## config.mk

```make
export PLATFORM = sky130hd
export DESIGN_NAME = lac_addr_counter
export DESIGN_NICKNAME = d
export VERILOG_FILES = /design/src/design/lac_addr_counter.v
export VERILOG_INCLUDE_DIRS = /design/src /design/src/design
export SDC_FILE = /design/constraint.sdc
export NUM_CORES = 1
export LEC_CHECK = 0
export ABC_CLOCK_PERIOD_IN_PS = 3300
export BUFFER_PORTS_ARGS = -buffer_cell sky130_fd_sc_hd__buf_2
export CAP_MARGIN = 5
export CORE_MARGIN = 3
export CORE_UTILIZATION = 52
export DETAILED_ROUTE_END_ITERATION = 12
export PLACE_DENSITY_LB_ADDON = 0.3
export SLEW_MARGIN = 20
export SYNTH_ARGS = -nofsm -noshare
export SYNTH_HDL_FRONTEND = slang
export SYNTH_SLANG_ARGS = --single-unit
```

## constraint.sdc

```tcl
create_clock -name ref_clk -period 3.3 [get_ports ref_clk]
set_input_delay 0.99 -clock ref_clk [delete_from_list [all_inputs] [get_ports ref_clk]]
set_output_delay 0.99 -clock ref_clk [all_outputs]
set_load 0.005 [all_outputs]
```

## src/design/lac_consts.vh

```
// constants for the display-ram address counter block
`ifndef LAC_CONSTS_VH
`define LAC_CONSTS_VH
`define LAC_X_MAX_W8 4'h9
`define LAC_X_MAX_W6 4'hD
`define LAC_Y_MAX_D8 5'h07
`define LAC_Y_MAX_D9 5'h08
`define LAC_Y_MAX_D10 5'h09
`define LAC_Y_MAX_D16 5'h0F
`define LAC_Y_MAX_D17 5'h10
`define LAC_Y_MAX_D18 5'h11
`define LAC_NCOM 18
`define LAC_RST_X 4'h0
`define LAC_RST_Y 5'h00
`define LAC_RST_COM 18'h00000
`define LAC_RST_SCAN 5'h00
`define LAC_RST_YMAX 5'h00
`endif

```

## src/design/lac_addr_counter.v

```verilog
// display-ram x/y address counters and common-line select
`timescale 1ns/1ps
`include "lac_consts.vh"

module lac_addr_counter (
    // clock and reset
    input wire ref_clk,
    input wire resetn,
    // configuration
    input wire variant_18com,
    input wire duty_select_high,
    input wire duty_select_low,
    input wire word_length_select,
    input wire inc_x_dir,
    // host load and access
    input wire load_x,
    input wire load_y,
    input wire [3:0] load_data_x,
    input wire [4:0] load_data_y,
    input wire data_access,
    // scan
    input wire line_advance,
    // outputs
    output reg [3:0] x_addr_q,
    output reg [4:0] y_addr_q,
    output reg [17:0] com_select_q,
    output reg [4:0] y_max_q
);
    // ==========================================
    // duty codes
    localparam [1:0] DUTY_LOW = 2'h0;
    localparam [1:0] DUTY_MID = 2'h1;

    // ==========================================
    // internal signals
    wire [1:0] duty_code;
    wire duty_is_low;
    wire duty_is_mid;
    reg [4:0] y_max;
    reg [3:0] x_max;
    wire x_wrap;
    wire y_wrap;
    wire [3:0] x_inc;
    wire [4:0] y_inc;
    wire access_go;
    reg [3:0] x_step;
    reg [4:0] y_step;
    reg [3:0] x_d;
    reg [4:0] y_d;
    reg [4:0] scan_q;
    reg [4:0] scan_d;
    wire [17:0] line_hit;
    reg common_out_nine_off;
    reg common_out_ten_off;
    reg common_out_seventeen_off;
    reg common_out_eighteen_off;
    reg [17:0] unused_mask;
    wire [17:0] com_select_d;

    // ==========================================
    // y range from variant and duty
    assign duty_code = {duty_select_high, duty_select_low};
    assign duty_is_low = (duty_code == DUTY_LOW);
    assign duty_is_mid = (duty_code == DUTY_MID);

    always @* begin
        case (duty_code)
            DUTY_LOW: begin
                if (variant_18com)
                    y_max = `LAC_Y_MAX_D16;
                else
                    y_max = `LAC_Y_MAX_D8;
            end
            DUTY_MID: begin
                if (variant_18com)
                    y_max = `LAC_Y_MAX_D17;
                else
                    y_max = `LAC_Y_MAX_D9;
            end
            // codes 2 and 3 both pick the highest duty
            default: begin
                if (variant_18com)
                    y_max = `LAC_Y_MAX_D18;
                else
                    y_max = `LAC_Y_MAX_D10;
            end
        endcase
    end

    // ==========================================
    // x range from word length
    always @* begin
        if (word_length_select)
            x_max = `LAC_X_MAX_W6;
        else
            x_max = `LAC_X_MAX_W8;
    end

    // ==========================================
    // wrap detection and increments
    // out-of-range loads just wrap at their counter's next step
    assign x_wrap = (x_addr_q >= x_max);
    assign y_wrap = (y_addr_q >= y_max);
    assign x_inc = x_addr_q + 4'h1;
    assign y_inc = y_addr_q + 5'h01;
    // a load in the same cycle beats the access
    assign access_go = data_access && !load_x && !load_y;

    // ==========================================
    // auto increment step
    always @* begin
        x_step = x_addr_q;
        y_step = y_addr_q;
        if (inc_x_dir) begin
            if (x_wrap) begin
                x_step = 4'h0;
                if (y_wrap)
                    y_step = 5'h00;
                else
                    y_step = y_inc;
            end else begin
                x_step = x_inc;
            end
        end else begin
            if (y_wrap) begin
                y_step = 5'h00;
                if (x_wrap)
                    x_step = 4'h0;
                else
                    x_step = x_inc;
            end else begin
                y_step = y_inc;
            end
        end
    end

    // ==========================================
    // counter next state
    always @* begin
        x_d = x_addr_q;
        y_d = y_addr_q;
        if (load_x)
            x_d = load_data_x;
        if (load_y)
            y_d = load_data_y;
        if (access_go) begin
            x_d = x_step;
            y_d = y_step;
        end
    end

    // ==========================================
    // common line scan
    always @* begin
        scan_d = scan_q;
        if (line_advance) begin
            if (scan_q >= y_max)
                scan_d = `LAC_RST_SCAN;
            else
                scan_d = scan_q + 5'h01;
        end
    end

    // one compare per common line
    genvar i;
    generate
        for (i = 0; i < `LAC_NCOM; i = i + 1) begin : g_line
            assign line_hit[i] = ({27'h0000000, scan_d} == i);
        end
    endgenerate

    // ==========================================
    // non-select commons by duty
    always @* begin
        common_out_nine_off = 1'h0;
        common_out_ten_off = 1'h0;
        common_out_seventeen_off = 1'h0;
        common_out_eighteen_off = 1'h0;
        if (variant_18com) begin
            if (duty_is_low) begin
                common_out_seventeen_off = 1'h1;
                common_out_eighteen_off = 1'h1;
            end else if (duty_is_mid) begin
                common_out_eighteen_off = 1'h1;
            end
        end else begin
            if (duty_is_low) begin
                common_out_nine_off = 1'h1;
                common_out_ten_off = 1'h1;
            end else if (duty_is_mid) begin
                common_out_ten_off = 1'h1;
            end
        end
    end

    // lines 11 to 18 do not exist on the ten-common variant
    always @* begin
        unused_mask = `LAC_RST_COM;
        unused_mask[8] = common_out_nine_off;
        unused_mask[9] = common_out_ten_off;
        if (variant_18com) begin
            unused_mask[16] = common_out_seventeen_off;
            unused_mask[17] = common_out_eighteen_off;
        end else begin
            unused_mask[17:10] = 8'hFF;
        end
    end

    // masked lines carry only the non-select waveform
    assign com_select_d = line_hit & ~unused_mask;

    // ==========================================
    // registers
    always @(posedge ref_clk or negedge resetn) begin
        if (!resetn) begin
            x_addr_q <= `LAC_RST_X;
            y_addr_q <= `LAC_RST_Y;
            scan_q <= `LAC_RST_SCAN;
            com_select_q <= `LAC_RST_COM;
            y_max_q <= `LAC_RST_YMAX;
        end else begin
            x_addr_q <= x_d;
            y_addr_q <= y_d;
            scan_q <= scan_d;
            com_select_q <= com_select_d;
            y_max_q <= y_max;
        end
    end
endmodule // lac_addr_counter

```

**Word level (Yosys, flattened, before mapping)**

Cells that the tools add are included.

- Register bits: 37
- Input bits: 20

- Add/sub/neg operators: 3
- Order comparisons: 3
- Equality and inequality tests: 20
- Muxes and demuxes: 24
- Bitwise operators: 2
- Reduce and logical (&&, ||, !) cells: 10

Operators by type and width:

| kind | count |
|---|---|
| $mux W5 | 9 |
| $eq A5 B4 Y1 const B | 8 |
| $mux W4 | 6 |
| $eq A5 B3 Y1 const B | 4 |
| $and A18 B18 Y18 | 1 |
| $not A18 Y18 | 1 |
| $add A5 B1 Y5 const B | 2 |
| $eq A5 B2 Y1 const B | 2 |
| $eq A5 B5 Y1 const B | 2 |
| $ge A5 B5 Y1 | 2 |
| $pmux W5 S2 | 1 |
| $mux W6 | 1 |
| $ne A3 B3 Y1 const B | 2 |
| $eq A5 B1 Y1 const B | 1 |
| $logic_not A5 Y1 | 1 |
| $mux W1 | 5 |
| $add A4 B1 Y4 const B | 1 |
| $ge A4 B4 Y1 | 1 |
| $reduce_and A2 Y1 | 2 |
| $reduce_bool A2 Y1 | 2 |
| $mux W3 | 1 |
| $eq A2 B1 Y1 const B | 1 |
| $logic_and A1 B1 Y1 | 2 |
| $logic_not A1 Y1 | 2 |
| 2 further kinds | 2 |

**Depth between registers and ports, before layout**

Gate-level depths: netlist of run 1.

- Word-level depth: 7
- Mapped depth: 9
- Depth with buffers taken out: 9

**Worst setup path before layout of run 1**

No wires, ideal clock.

- Path type: input-to-reg
- Start point: input duty_select_high
- End point: register com_select_q[4]
- Setup time: 101 ps
- Arrival: 2,883 ps
- Data required time: 3,199 ps
- Setup slack: 316 ps
- Stages on the path: 8
- Buffers on the path: 1
- Cells stage by stage: or2_4 -> ha_1 -> and2_1 -> a21o_1 -> maj3_2 -> o211a_1 -> buf_6 -> nor4_1

- Word-level cells in the longest chain between the ends: 7

RTL lines:

| element | RTL line | text |
|---|---|---|
| from (decl) | lac_addr_counter.v:11 | `input wire duty_select_high,` |
| $eq A2 B1 Y1 / $logic_not A2 Y1 (equally long branches) | lac_addr_counter.v:67 | `case (duty_code)` |
| $pmux W5 S2 * | lac_addr_counter.v:67 |  |
| $ge A5 B5 Y1 * | lac_addr_counter.v:157 | `if (scan_q >= y_max)` |
| $mux W5 * | lac_addr_counter.v:157 |  |
| $mux W5 * | lac_addr_counter.v:156 | `if (line_advance) begin` |
| $eq A5 B3 Y1 * | lac_addr_counter.v:168 | `assign line_hit[i] = ({27'h0000000, scan_d} == i);` |
| $and A18 B18 Y18 * | lac_addr_counter.v:210 | `assign com_select_d = line_hit & ~unused_mask;` |
| net com_select_d[4] | lac_addr_counter.v:58 | `wire [17:0] com_select_d;` |
| to (signal assigned) | lac_addr_counter.v:219 | `` com_select_q <= `LAC_RST_COM; `` |
| to (signal assigned) | lac_addr_counter.v:225 | `com_select_q <= com_select_d;` |
| to (decl) | lac_addr_counter.v:26 | `output reg [17:0] com_select_q,` |

The timed path passes the listed nets; every way through them passes the cells marked *.
A chain may end at the register's enable or synchronous reset.

**Final worst setup path of run 1**

- Start point: input duty_select_high
- End point: register com_select_q[9]

- Word-level cells in the longest chain between the ends: 7

RTL lines:

| element | RTL line |
|---|---|
| $eq A2 B1 Y1 / $logic_not A2 Y1 (equally long branches) | lac_addr_counter.v:64, lac_addr_counter.v:67, lac_addr_counter.v:63 |
| $pmux W5 S2 | lac_addr_counter.v:67 |
| $ge A5 B5 Y1 | lac_addr_counter.v:157 |
| $mux W5 | lac_addr_counter.v:157 |
| $mux W5 | lac_addr_counter.v:156 |
| $eq A5 B4 Y1 | lac_addr_counter.v:168 |
| $and A18 B18 Y18 * | lac_addr_counter.v:210 |
| net com_select_d[9] | lac_addr_counter.v:58 |

Marked as above.

==> flow_metrics.tcl, run 1 <==
set metrics [dict create \
    outcome "complete, no violations" \
    critPathMaxStageDelay_ns 0.37 \
    worstSetupPathDepth 8 \
    die_height_um 68.0 \
    setup_viol_count_final 0 \
    rows 21 \
    fin_tns_setup_ns 0 \
    synth_cell_type_count 52 \
    rrSetupSlack_ns 0.71 \
    route.detailed.drc 0 \
    post-route-util_pct 67.4 \
    min-delay-path-class "flop to flop" \
    critPathMaxFanout 12 \
    placedCellCount 297 \
    cts_max_level 2 \
    syn_nets 236 \
    clk_pin_slew_ns 0.07 \
    coreArea_sq_mm 0.00352 \
    dieArea_sq_mm 0.00462 \
    fmax_mhz 341 \
    cts_setup_buffers 0 \
    async_flop_share_pct 100 \
    synth_edf_count 0 \
    grt.overflow.total 0 \
    ff2ff_path_depth 7 \
    seq_area_frac_synth_pct 45.1 \
    io_buffers 51 \
    powerDensity_mw_per_mm2 652 \
    skew_ns 0.00279 \
    hold_slack_ns 0.589 \
    grt_first_pass_wirelength_um 7230 \
    cts_tree "built" \
    cts_buffers 5 \
    fin_ws_ns 0.365 \
    antenna_found_initial 0 \
    clock_latency_ns 0.29 \
    r2r_end "com_select_q[9]$_DFF_PN0_" \
    fin_crit_ns 2.93 \
    routed-via-count 1720 \
    place.detailed.hpwl_um 3300 \
    worst_ep_required_time_ns 3.48 \
    timing.slew.headroom_pct 49.2 \
    fin_nets 290 \
    crit_buf_inv 1 \
    grt_setup_unrepaired "no" \
    cp-start-kind "input pin" \
    min_path_cells 2 \
    initial_utilization_pct 56.7 \
    crit_type "input pin to flop" \
    ant_nets 0 \
    maxCapViolations 0 \
    ir_drop_v 0.000479 \
    power_mw 1.55 \
    end_kind "flop" \
    drt-pass1-iter-count 4 \
    dieWidth_um 68.0 \
    syn_area_per_cell_sq_um 9.78 \
    post_drt_via_cell_ratio 5.64 \
    tightest_slew_ns 0.762 \
    cts_sinks 36 \
    preCtsSetupSlack_ns 0.0703 \
    crit_arrival_ns 3.12 \
    wire_per_inst_um 13.9 \
    drive_gt1_share_pct 28.6 \
    crit_start "duty_select_high" \
    placed_area_sq_mm 0.00229 \
    drt-initial-drc-count 61 \
    cts.path.max_buffers 2 \
    cts-resized-gates 0 \
    root_buffer "clkbuf_8" \
    crit-reg2reg-launch "scan_q[0]$_DFF_PN0_" \
    cp_slowest_cell "a2111oi_2" \
    diodes 0 \
    final_cells 305 \
    ios 52 \
    syn_to_final_growth_pct 19.0 \
    finalMaxSlewViolations 0 \
    yosys_warnings 0 \
    grt_max_degree 37 \
    holdBufCountCts 0 \
    synthCells 204 \
    final_area_sq_mm 0.00237 \
    grt_pass1_vias 1576 \
    leakagePower_nw 1.19 \
    gp_congestion 0.833 \
    endpoint "com_select_q[9]$_DFF_PN0_" \
    path_cells "buf_2 -> or2_4 -> ha_1 -> and2_1 -> a21o_1 -> maj3_2 -> o211a_1 -> a2111oi_2" \
    critical_path.top_delay_family "compound AO/OA/AOI/OAI gates" \
    grt_usage_pct 20.8 \
    ys_seq_elements 36 \
    totalWireLength_um 4230 \
    syn_area_sq_mm 0.00200 \
    hold_violations 0 \
    synth_ff_type "dfrtp_1" \
    period_share_pct 88.9 \
]
## cells by family (layout without fill, tap and decap cells)
family / count (synthesis) / count (layout) / share of synthesized area [%]
fa+ha+maj: 14 / 14 / 8.59
flops: 36 / 36 / 45.1
simple gates: 73 / 73 / 19.6
compound gates: 54 / 54 / 19.0
buf+inv: 21 / 76 / 4.89
xor+xnor: 3 / 3 / 1.32
mux: 3 / 3 / 1.50
## synth_stat cells (all sizes together), types with 3 or more instances
library cell  count  area, sq um
nand2             9         33.8
nand3             9         45.0
nor4              6         37.5
a21oi            16         83.8
nor2             16         60.1
and2              3         18.8
mux2i             3         30.0
o22ai             3         25.0
ha               12          150
a21o              3         22.5
o21ai            13         65.1
nand2b            7         43.8
nor3             11         65.1
inv              14         52.6
buf               5         32.5
dfrtp            36          901
nor2b             5         31.3
## tightest hold or removal path: cells and delay by family, from the launching register on
kind	cells	cell delay, ns
AOI/OAI and AO/OA	1	0.07
DFF	1	0.43
and+or+nand+nor	1	0.06
## layout by cell type (no fill, tap or decap), types with 2 or more instances in the layout
master,Yosys,layout
buf_2,2,51
dfrtp_1,36,36
nor2_1,16,16
a21oi_1,15,15
inv_1,14,14
ha_1,12,12
o21ai_0,11,11
nand2_1,9,9
nand3_1,9,9
nor3_1,9,9
nand2b_1,7,7
nor4_1,6,6
nor2b_1,5,5
clkbuf_8,0,5
and2_1,3,3
a21o_1,3,3
mux2i_1,3,3
clkinv_4,1,2
o21ai_1,2,2
nand4_1,2,2
xor2_1,2,2
nor3_2,2,2
a41oi_1,2,2
nor3b_1,2,2
o22ai_1,2,2
a22oi_1,2,2
clkinv_2,0,2
buf_4,1,2
## worst min-delay path by stage
stage | from | to
global placement | y_addr_q[1]$_DFFE_PN0P_ | y_addr_q[1]$_DFFE_PN0P_
global route | x_addr_q[3]$_DFFE_PN0P_ | x_addr_q[3]$_DFFE_PN0P_
detailed placement | y_addr_q[1]$_DFFE_PN0P_ | y_addr_q[1]$_DFFE_PN0P_
CTS | y_addr_q[1]$_DFFE_PN0P_ | y_addr_q[1]$_DFFE_PN0P_
floorplan | y_addr_q[1]$_DFFE_PN0P_ | y_addr_q[1]$_DFFE_PN0P_
finish | y_addr_q[1]$_DFFE_PN0P_ | y_addr_q[1]$_DFFE_PN0P_
## where the power goes
part / switching, mW / leakage (nW) / internal [mW]
registers: 0.0927 / 0.465 / 0.526
logic: 0.376 / 0.673 / 0.253
clock network: 0.154 / 0.0479 / 0.147
total: 0.622 / 1.19 / 0.926
## state kept, by name (all words and copies together) (netlist names)
register,flops
com_select_q,18
x_addr_q,4
scan_q,5
y_addr_q,5
y_max_q,4
## routing by layer
metal  vias to the layer above  share of wire [%]  routed length (um)  track usage, %
met5                         -                  0                   0               0
met4                         0                1.6                  67            7.69
met3                         6                6.4                 270            4.93
met2                        64                 46                1950            30.9
met1                       802                 46                1940            29.6
li1                        848                  -                   -               -
## area by class of cell
cell class | instances | area, sq um
well taps | 46 | 57.6
clock inverters | 3 | 18.8
clock buffers | 5 | 68.8
multi-input cells | 147 | 997
repair buffers | 53 | 270
flip-flops and latches | 36 | 901
fillers | 310 | 1150
inverters | 15 | 61.3
(Power assumes the default switching activity.)
==> run 2, diff against run 1 <==
CORE_UTILIZATION = 54   (was 52)
CTS_BUF_LIST = sky130_fd_sc_hd__clkbuf_4   (was not set)
==> run 2 against run 1 <==
Net effect: fmax grew 0.47%; combinational power rose by 2%; first-iteration DRC count is 80% higher; critical endpoint unchanged; largest cell class unchanged.
==> flow_metrics.tcl, run 2 (synthesized netlist as in run 1, its figures left out) <==
set metrics [dict create \
    cts_tree "built" \
    crit_type "input pin to flop" \
    grt_max_degree 37 \
    outcome "complete, no violations" \
    cp_slowest_cell "o211a_1" \
    finalMaxSlewViolations 0 \
    r2r_end "com_select_q[9]$_DFF_PN0_" \
    clock_latency_ns 0.33 \
    ant_nets 0 \
    rrSetupSlack_ns 0.65 \
    crit_buf_inv 1 \
    final_area_sq_mm 0.00234 \
    crit-reg2reg-launch "scan_q[0]$_DFF_PN0_" \
    ff2ff_path_depth 7 \
    wire_per_inst_um 13.5 \
    fmax_mhz 342 \
    drt-initial-drc-count 110 \
    fin_tns_setup_ns 0 \
    final_cell_mix "51 x buf_2, 36 x dfrtp_1, 16 x nor2_1" \
    cts_setup_buffers 0 \
    crit_start "duty_select_high" \
    ff_latch_area_sq_um 901 \
    p_sw_mw 0.603 \
    critPathMaxFanout 12 \
    root_buffer "clkbuf_4" \
    syn_to_final_growth_pct 17.5 \
    setup_viol_count_final 0 \
    end_kind "flop" \
    place.detailed.hpwl_um 3210 \
    hold_slack_ns 0.569 \
    min_path_cells 2 \
    grt.overflow.total 0 \
    post_drt_via_cell_ratio 5.54 \
    leakagePower_nw 1.17 \
    power_mw 1.48 \
    totalWireLength_um 4130 \
    fin_nets 291 \
    period_share_pct 88.5 \
    maxCapViolations 0 \
    skew_ns 0.00593 \
    top_regs "com_select_q x18, scan_q x5, y_addr_q x5" \
    final_common_cell "buf_2" \
    drt-pass1-iter-count 4 \
    timing.slew.headroom_pct 49.9 \
    drive_gt1_share_pct 28.6 \
    path_cells "buf_2 -> or2_4 -> ha_1 -> and2_1 -> a21o_1 -> maj3_2 -> o211a_1 -> a2111oi_2" \
    cts_sinks 36 \
    ir_drop_v 0.000377 \
    cts-resized-gates 0 \
    rows 21 \
    coreArea_sq_mm 0.00344 \
    critical_path.top_delay_family "compound AO/OA/AOI/OAI gates" \
    p_seq_share_pct 42.0 \
    grt_setup_unrepaired "no" \
    grt_pass1_vias 1606 \
    hold_violations 0 \
    comb_power_share_pct 43.3 \
    fin_crit_ns 2.92 \
    holdBufCountCts 0 \
    grt_first_pass_wirelength_um 7150 \
    route.detailed.drc 0 \
    swShare_pct 40.8 \
    cts.path.max_buffers 2 \
    dieWidth_um 66.8 \
    powerDensity_mw_per_mm2 630 \
    n_fill_cell 290 \
    tightest_slew_ns 0.752 \
    crit_arrival_ns 3.15 \
    clk_pin_slew_ns 0.10 \
    min-delay-path-class "flop to flop" \
    placed_area_sq_mm 0.00229 \
    hold-path-endpoint "y_addr_q[1]$_DFFE_PN0P_" \
    dieArea_sq_mm 0.00446 \
    cts_max_level 2 \
    regMostFlops "com_select_q" \
    routed-via-count 1689 \
    cp-start-kind "input pin" \
    multi_input_area_sq_um 997 \
    initial_utilization_pct 58.0 \
    largest_reg_flops 18 \
    ios 52 \
    worst_ep_required_time_ns 3.53 \
    cts_buffers 5 \
    gp_congestion 0.852 \
    internal_power_mw 0.874 \
    antenna_found_initial 0 \
    power.share.clock_pct 14.8 \
    io_buffers 51 \
    worstHoldStart "y_addr_q[1]$_DFFE_PN0P_" \
    die_height_um 66.8 \
    diodes 0 \
    grt_usage_pct 20.7 \
    critPathMaxStageDelay_ns 0.38 \
]
## run 2: cell count changes in the layout (fill, tap and decap cells not counted), sizes merged
cell    previous run  this run
clkinv             4         2
clkbuf             5         6
buf               53        54
## run 2: metrics by stage
step	instances	utilization (%)	setup WS (ns)
floorplan	204	-	0.316
global placement	298	66.7	0.115
detailed placement	298	66.7	0.0712
CTS	305	68.1	0.396
global route	305	68.1	0.263
finish	305	68.1	0.379
## run 2: final cells by class
cell class              instances  area share, %
clock inverters                 1          0.213
repair buffers                 54           11.8
clock buffers                   6           1.92
flip-flops and latches         36           38.4
inverters                      15           2.61
multi-input cells             147           42.5
well taps                      46           2.45
## run 2: per-layer routing
metal	up-vias	global-route usage, %	part of all wire, %
li1	850	-	-
met2	47	32.2	46
met3	6	3.71	7.1
met4	0	6.09	0.85
met5	-	0	0
met1	786	29.3	46
## run 2: power groups by stage
stage	Sequential, mW	Combinational (mW)	Clock, mW
floorplan	0.599	0.461	0
global placement	0.625	0.616	0
detailed placement	0.627	0.633	0
CTS	0.618	0.638	0.221
global route	0.635	0.723	0.245
finish	0.620	0.639	0.218
## run 2: worst register-to-register path, delay by kind of cell, from the launching register on
family	cells	cell delay [ns]
compound gates	3	0.93
fa+ha+maj	2	0.67
buf+inv	1	0.20
flops	1	0.58
simple gates	1	0.17
## run 2: how the worst max path moves through the flow
| stage | cells past startpoint | end | slack (ns) |
|---|---|---|---|
| floorplan | 8 | com_select_q[4]$_DFF_PN0_ | 0.32 |
| global placement | 8 | com_select_q[9]$_DFF_PN0_ | 0.12 |
| detailed placement | 8 | com_select_q[9]$_DFF_PN0_ | 0.07 |
| CTS | 8 | com_select_q[9]$_DFF_PN0_ | 0.40 |
| global route | 10 | x_addr_q[0]$_DFFE_PN0P_ | 0.26 |
| finish | 8 | com_select_q[9]$_DFF_PN0_ | 0.38 |
==> run 3, diff against run 2 <==
PLACE_DENSITY = 0.81   (was not set)
PLACE_DENSITY_LB_ADDON = not set   (was 0.3)
==> run 3 against run 2 <==
Net effect: clock-buffer cell count is the same; global-route usage is 0.62 points higher; first-iteration DRC count rose by 26%; register-to-register slack improved by 0.28 ns; setup slack got worse by 0.028 ns; flip-flop and latch count did not move; core utilization is essentially flat; fmax decreased by 0.95%; final cell count did not move; combinational power up 3.8%; largest power group unchanged; via count up 1.9%; sequential share of layout area barely moved; critical path type unchanged.
==> flow_metrics.tcl, run 3 (synthesized netlist as in run 1, its figures left out) <==
set metrics [dict create \
    final_cell_mix "51 x buf_2, 36 x dfrtp_1, 16 x nor2_1" \
    antenna_found_initial 0 \
    coreArea_sq_mm 0.00344 \
    hold-path-endpoint "y_addr_q[1]$_DFFE_PN0P_" \
    rrSetupSlack_ns 0.93 \
    initial_utilization_pct 58.0 \
    finalMaxSlewViolations 0 \
    top_regs "com_select_q x18, scan_q x5, y_addr_q x5" \
    diodes 0 \
    dieArea_sq_mm 0.00446 \
    crit-reg2reg-launch "scan_q[1]$_DFF_PN0_" \
    grt_first_pass_wirelength_um 7130 \
    grt_pass1_vias 1596 \
    cts_tree "built" \
    final_common_cell "buf_2" \
    leakagePower_nw 1.17 \
    drt-pass1-iter-count 4 \
    dieWidth_um 66.8 \
    min_path_cells 2 \
    rows 21 \
    critPathMaxStageDelay_ns 0.37 \
    wire_per_inst_um 14.2 \
    critPathMaxFanout 12 \
    gp_congestion 0.931 \
    post_drt_via_cell_ratio 5.64 \
    die_height_um 66.8 \
    io_buffers 51 \
    path_cells "buf_2 -> or2_4 -> ha_1 -> and2_1 -> a21o_1 -> maj3_2 -> o211a_1 -> a2111oi_2" \
    ios 52 \
    p_sw_mw 0.614 \
    fin_tns_setup_ns 0 \
    grt.overflow.total 0 \
    fmax_mhz 339 \
    holdBufCountCts 0 \
    outcome "complete, no violations" \
    clk_pin_slew_ns 0.10 \
    period_share_pct 89.4 \
    syn_to_final_growth_pct 17.4 \
    regMostFlops "com_select_q" \
    cts-resized-gates 0 \
    crit_type "input pin to flop" \
    drt-initial-drc-count 139 \
    ir_drop_v 0.000466 \
    cts_max_level 2 \
    cts_sinks 36 \
    route.detailed.drc 0 \
    cp_slowest_cell "o211a_1" \
    hold_violations 0 \
    cp-start-kind "input pin" \
    cts.path.max_buffers 2 \
    totalWireLength_um 4320 \
    place.detailed.hpwl_um 3300 \
    ff2ff_path_depth 6 \
    tightest_slew_ns 0.750 \
    setup_viol_count_final 0 \
    grt_max_degree 37 \
    min-delay-path-class "flop to flop" \
    swShare_pct 41.2 \
    worstHoldStart "y_addr_q[1]$_DFFE_PN0P_" \
    grt_setup_unrepaired "no" \
    internal_power_mw 0.875 \
    n_fill_cell 289 \
    grt_usage_pct 21.3 \
    routed-via-count 1721 \
    root_buffer "clkbuf_4" \
    post-route-util_pct 68.1 \
    r2r_end "com_select_q[9]$_DFF_PN0_" \
    end_kind "flop" \
    worst_ep_required_time_ns 3.53 \
    cts_setup_buffers 0 \
    powerDensity_mw_per_mm2 635 \
    crit_arrival_ns 3.18 \
    skew_ns 0.00342 \
    largest_reg_flops 18 \
    fin_crit_ns 2.95 \
    crit_start "duty_select_high" \
    p_seq_share_pct 40.5 \
    clock_latency_ns 0.33 \
    comb_power_share_pct 44.6 \
    power.share.clock_pct 14.9 \
    fin_nets 290 \
    drive_gt1_share_pct 28.2 \
    timing.slew.headroom_pct 50.0 \
    ant_nets 0 \
    power_mw 1.49 \
    maxCapViolations 0 \
    cts_buffers 5 \
]
[run 3: cell type report]
class                      instances  area, sq um  area share (%)
inverter                          15         61.3            2.62
sequential                        36          901            38.4
multi-input combinational        147          997            42.6
tap                               46         57.6            2.46
clock buffer                       6         45.0            1.92
clock inverter                     2         11.3           0.481
timing repair buffer              53          270            11.5
[run 3: power groups by stage]
stage | Combinational [mW] | Sequential [mW] | Clock, mW
2_1_floorplan | 0.461 | 0.599 | 0
3_3_place_gp | 0.637 | 0.607 | 0
3_5_place_dp | 0.655 | 0.611 | 0
4_1_cts | 0.657 | 0.603 | 0.231
5_1_grt | 0.748 | 0.614 | 0.253
6_report | 0.663 | 0.604 | 0.222
[run 3: critical path, delay by kind of cell]
kind	cells	cell delay, ns
buffers and inverters	1	0.11
adder cells (fa/ha/maj)	2	0.66
AND/OR/NAND/NOR	2	0.48
AO/OA/AOI/OAI	3	0.92
[run 3: metrics by stage]
step                cell area [sq um]  hold slack (ns)  setup slack, ns  std cells
floorplan                        2000            0.541            0.316        204
global placement                 2290            0.572           0.0792        297
detailed placement               2290            0.590           0.0288        297
CTS                              2340            0.612            0.387        305
global route                     2340            0.665            0.173        305
finish                           2340            0.611            0.351        305
[run 3: how the worst max path moves through the flow]
stage | cells after the start | end | slack, ns
after floorplan | 8 | com_select_q[4]$_DFF_PN0_ | 0.32
after global placement | 8 | com_select_q[9]$_DFF_PN0_ | 0.08
after detailed placement | 8 | com_select_q[9]$_DFF_PN0_ | 0.03
after CTS | 8 | com_select_q[9]$_DFF_PN0_ | 0.39
after global routing | 9 | com_select_q[6]$_DFF_PN0_ | 0.17
final | 8 | com_select_q[9]$_DFF_PN0_ | 0.35
[run 3: per-layer routing]
metal	vias up	track usage [%]	routed length, um
li1	852	-	-
met2	63	33.4	2010
met1	797	29.1	1960
met3	9	3.54	281
met4	0	8.63	63
met5	-	0	0
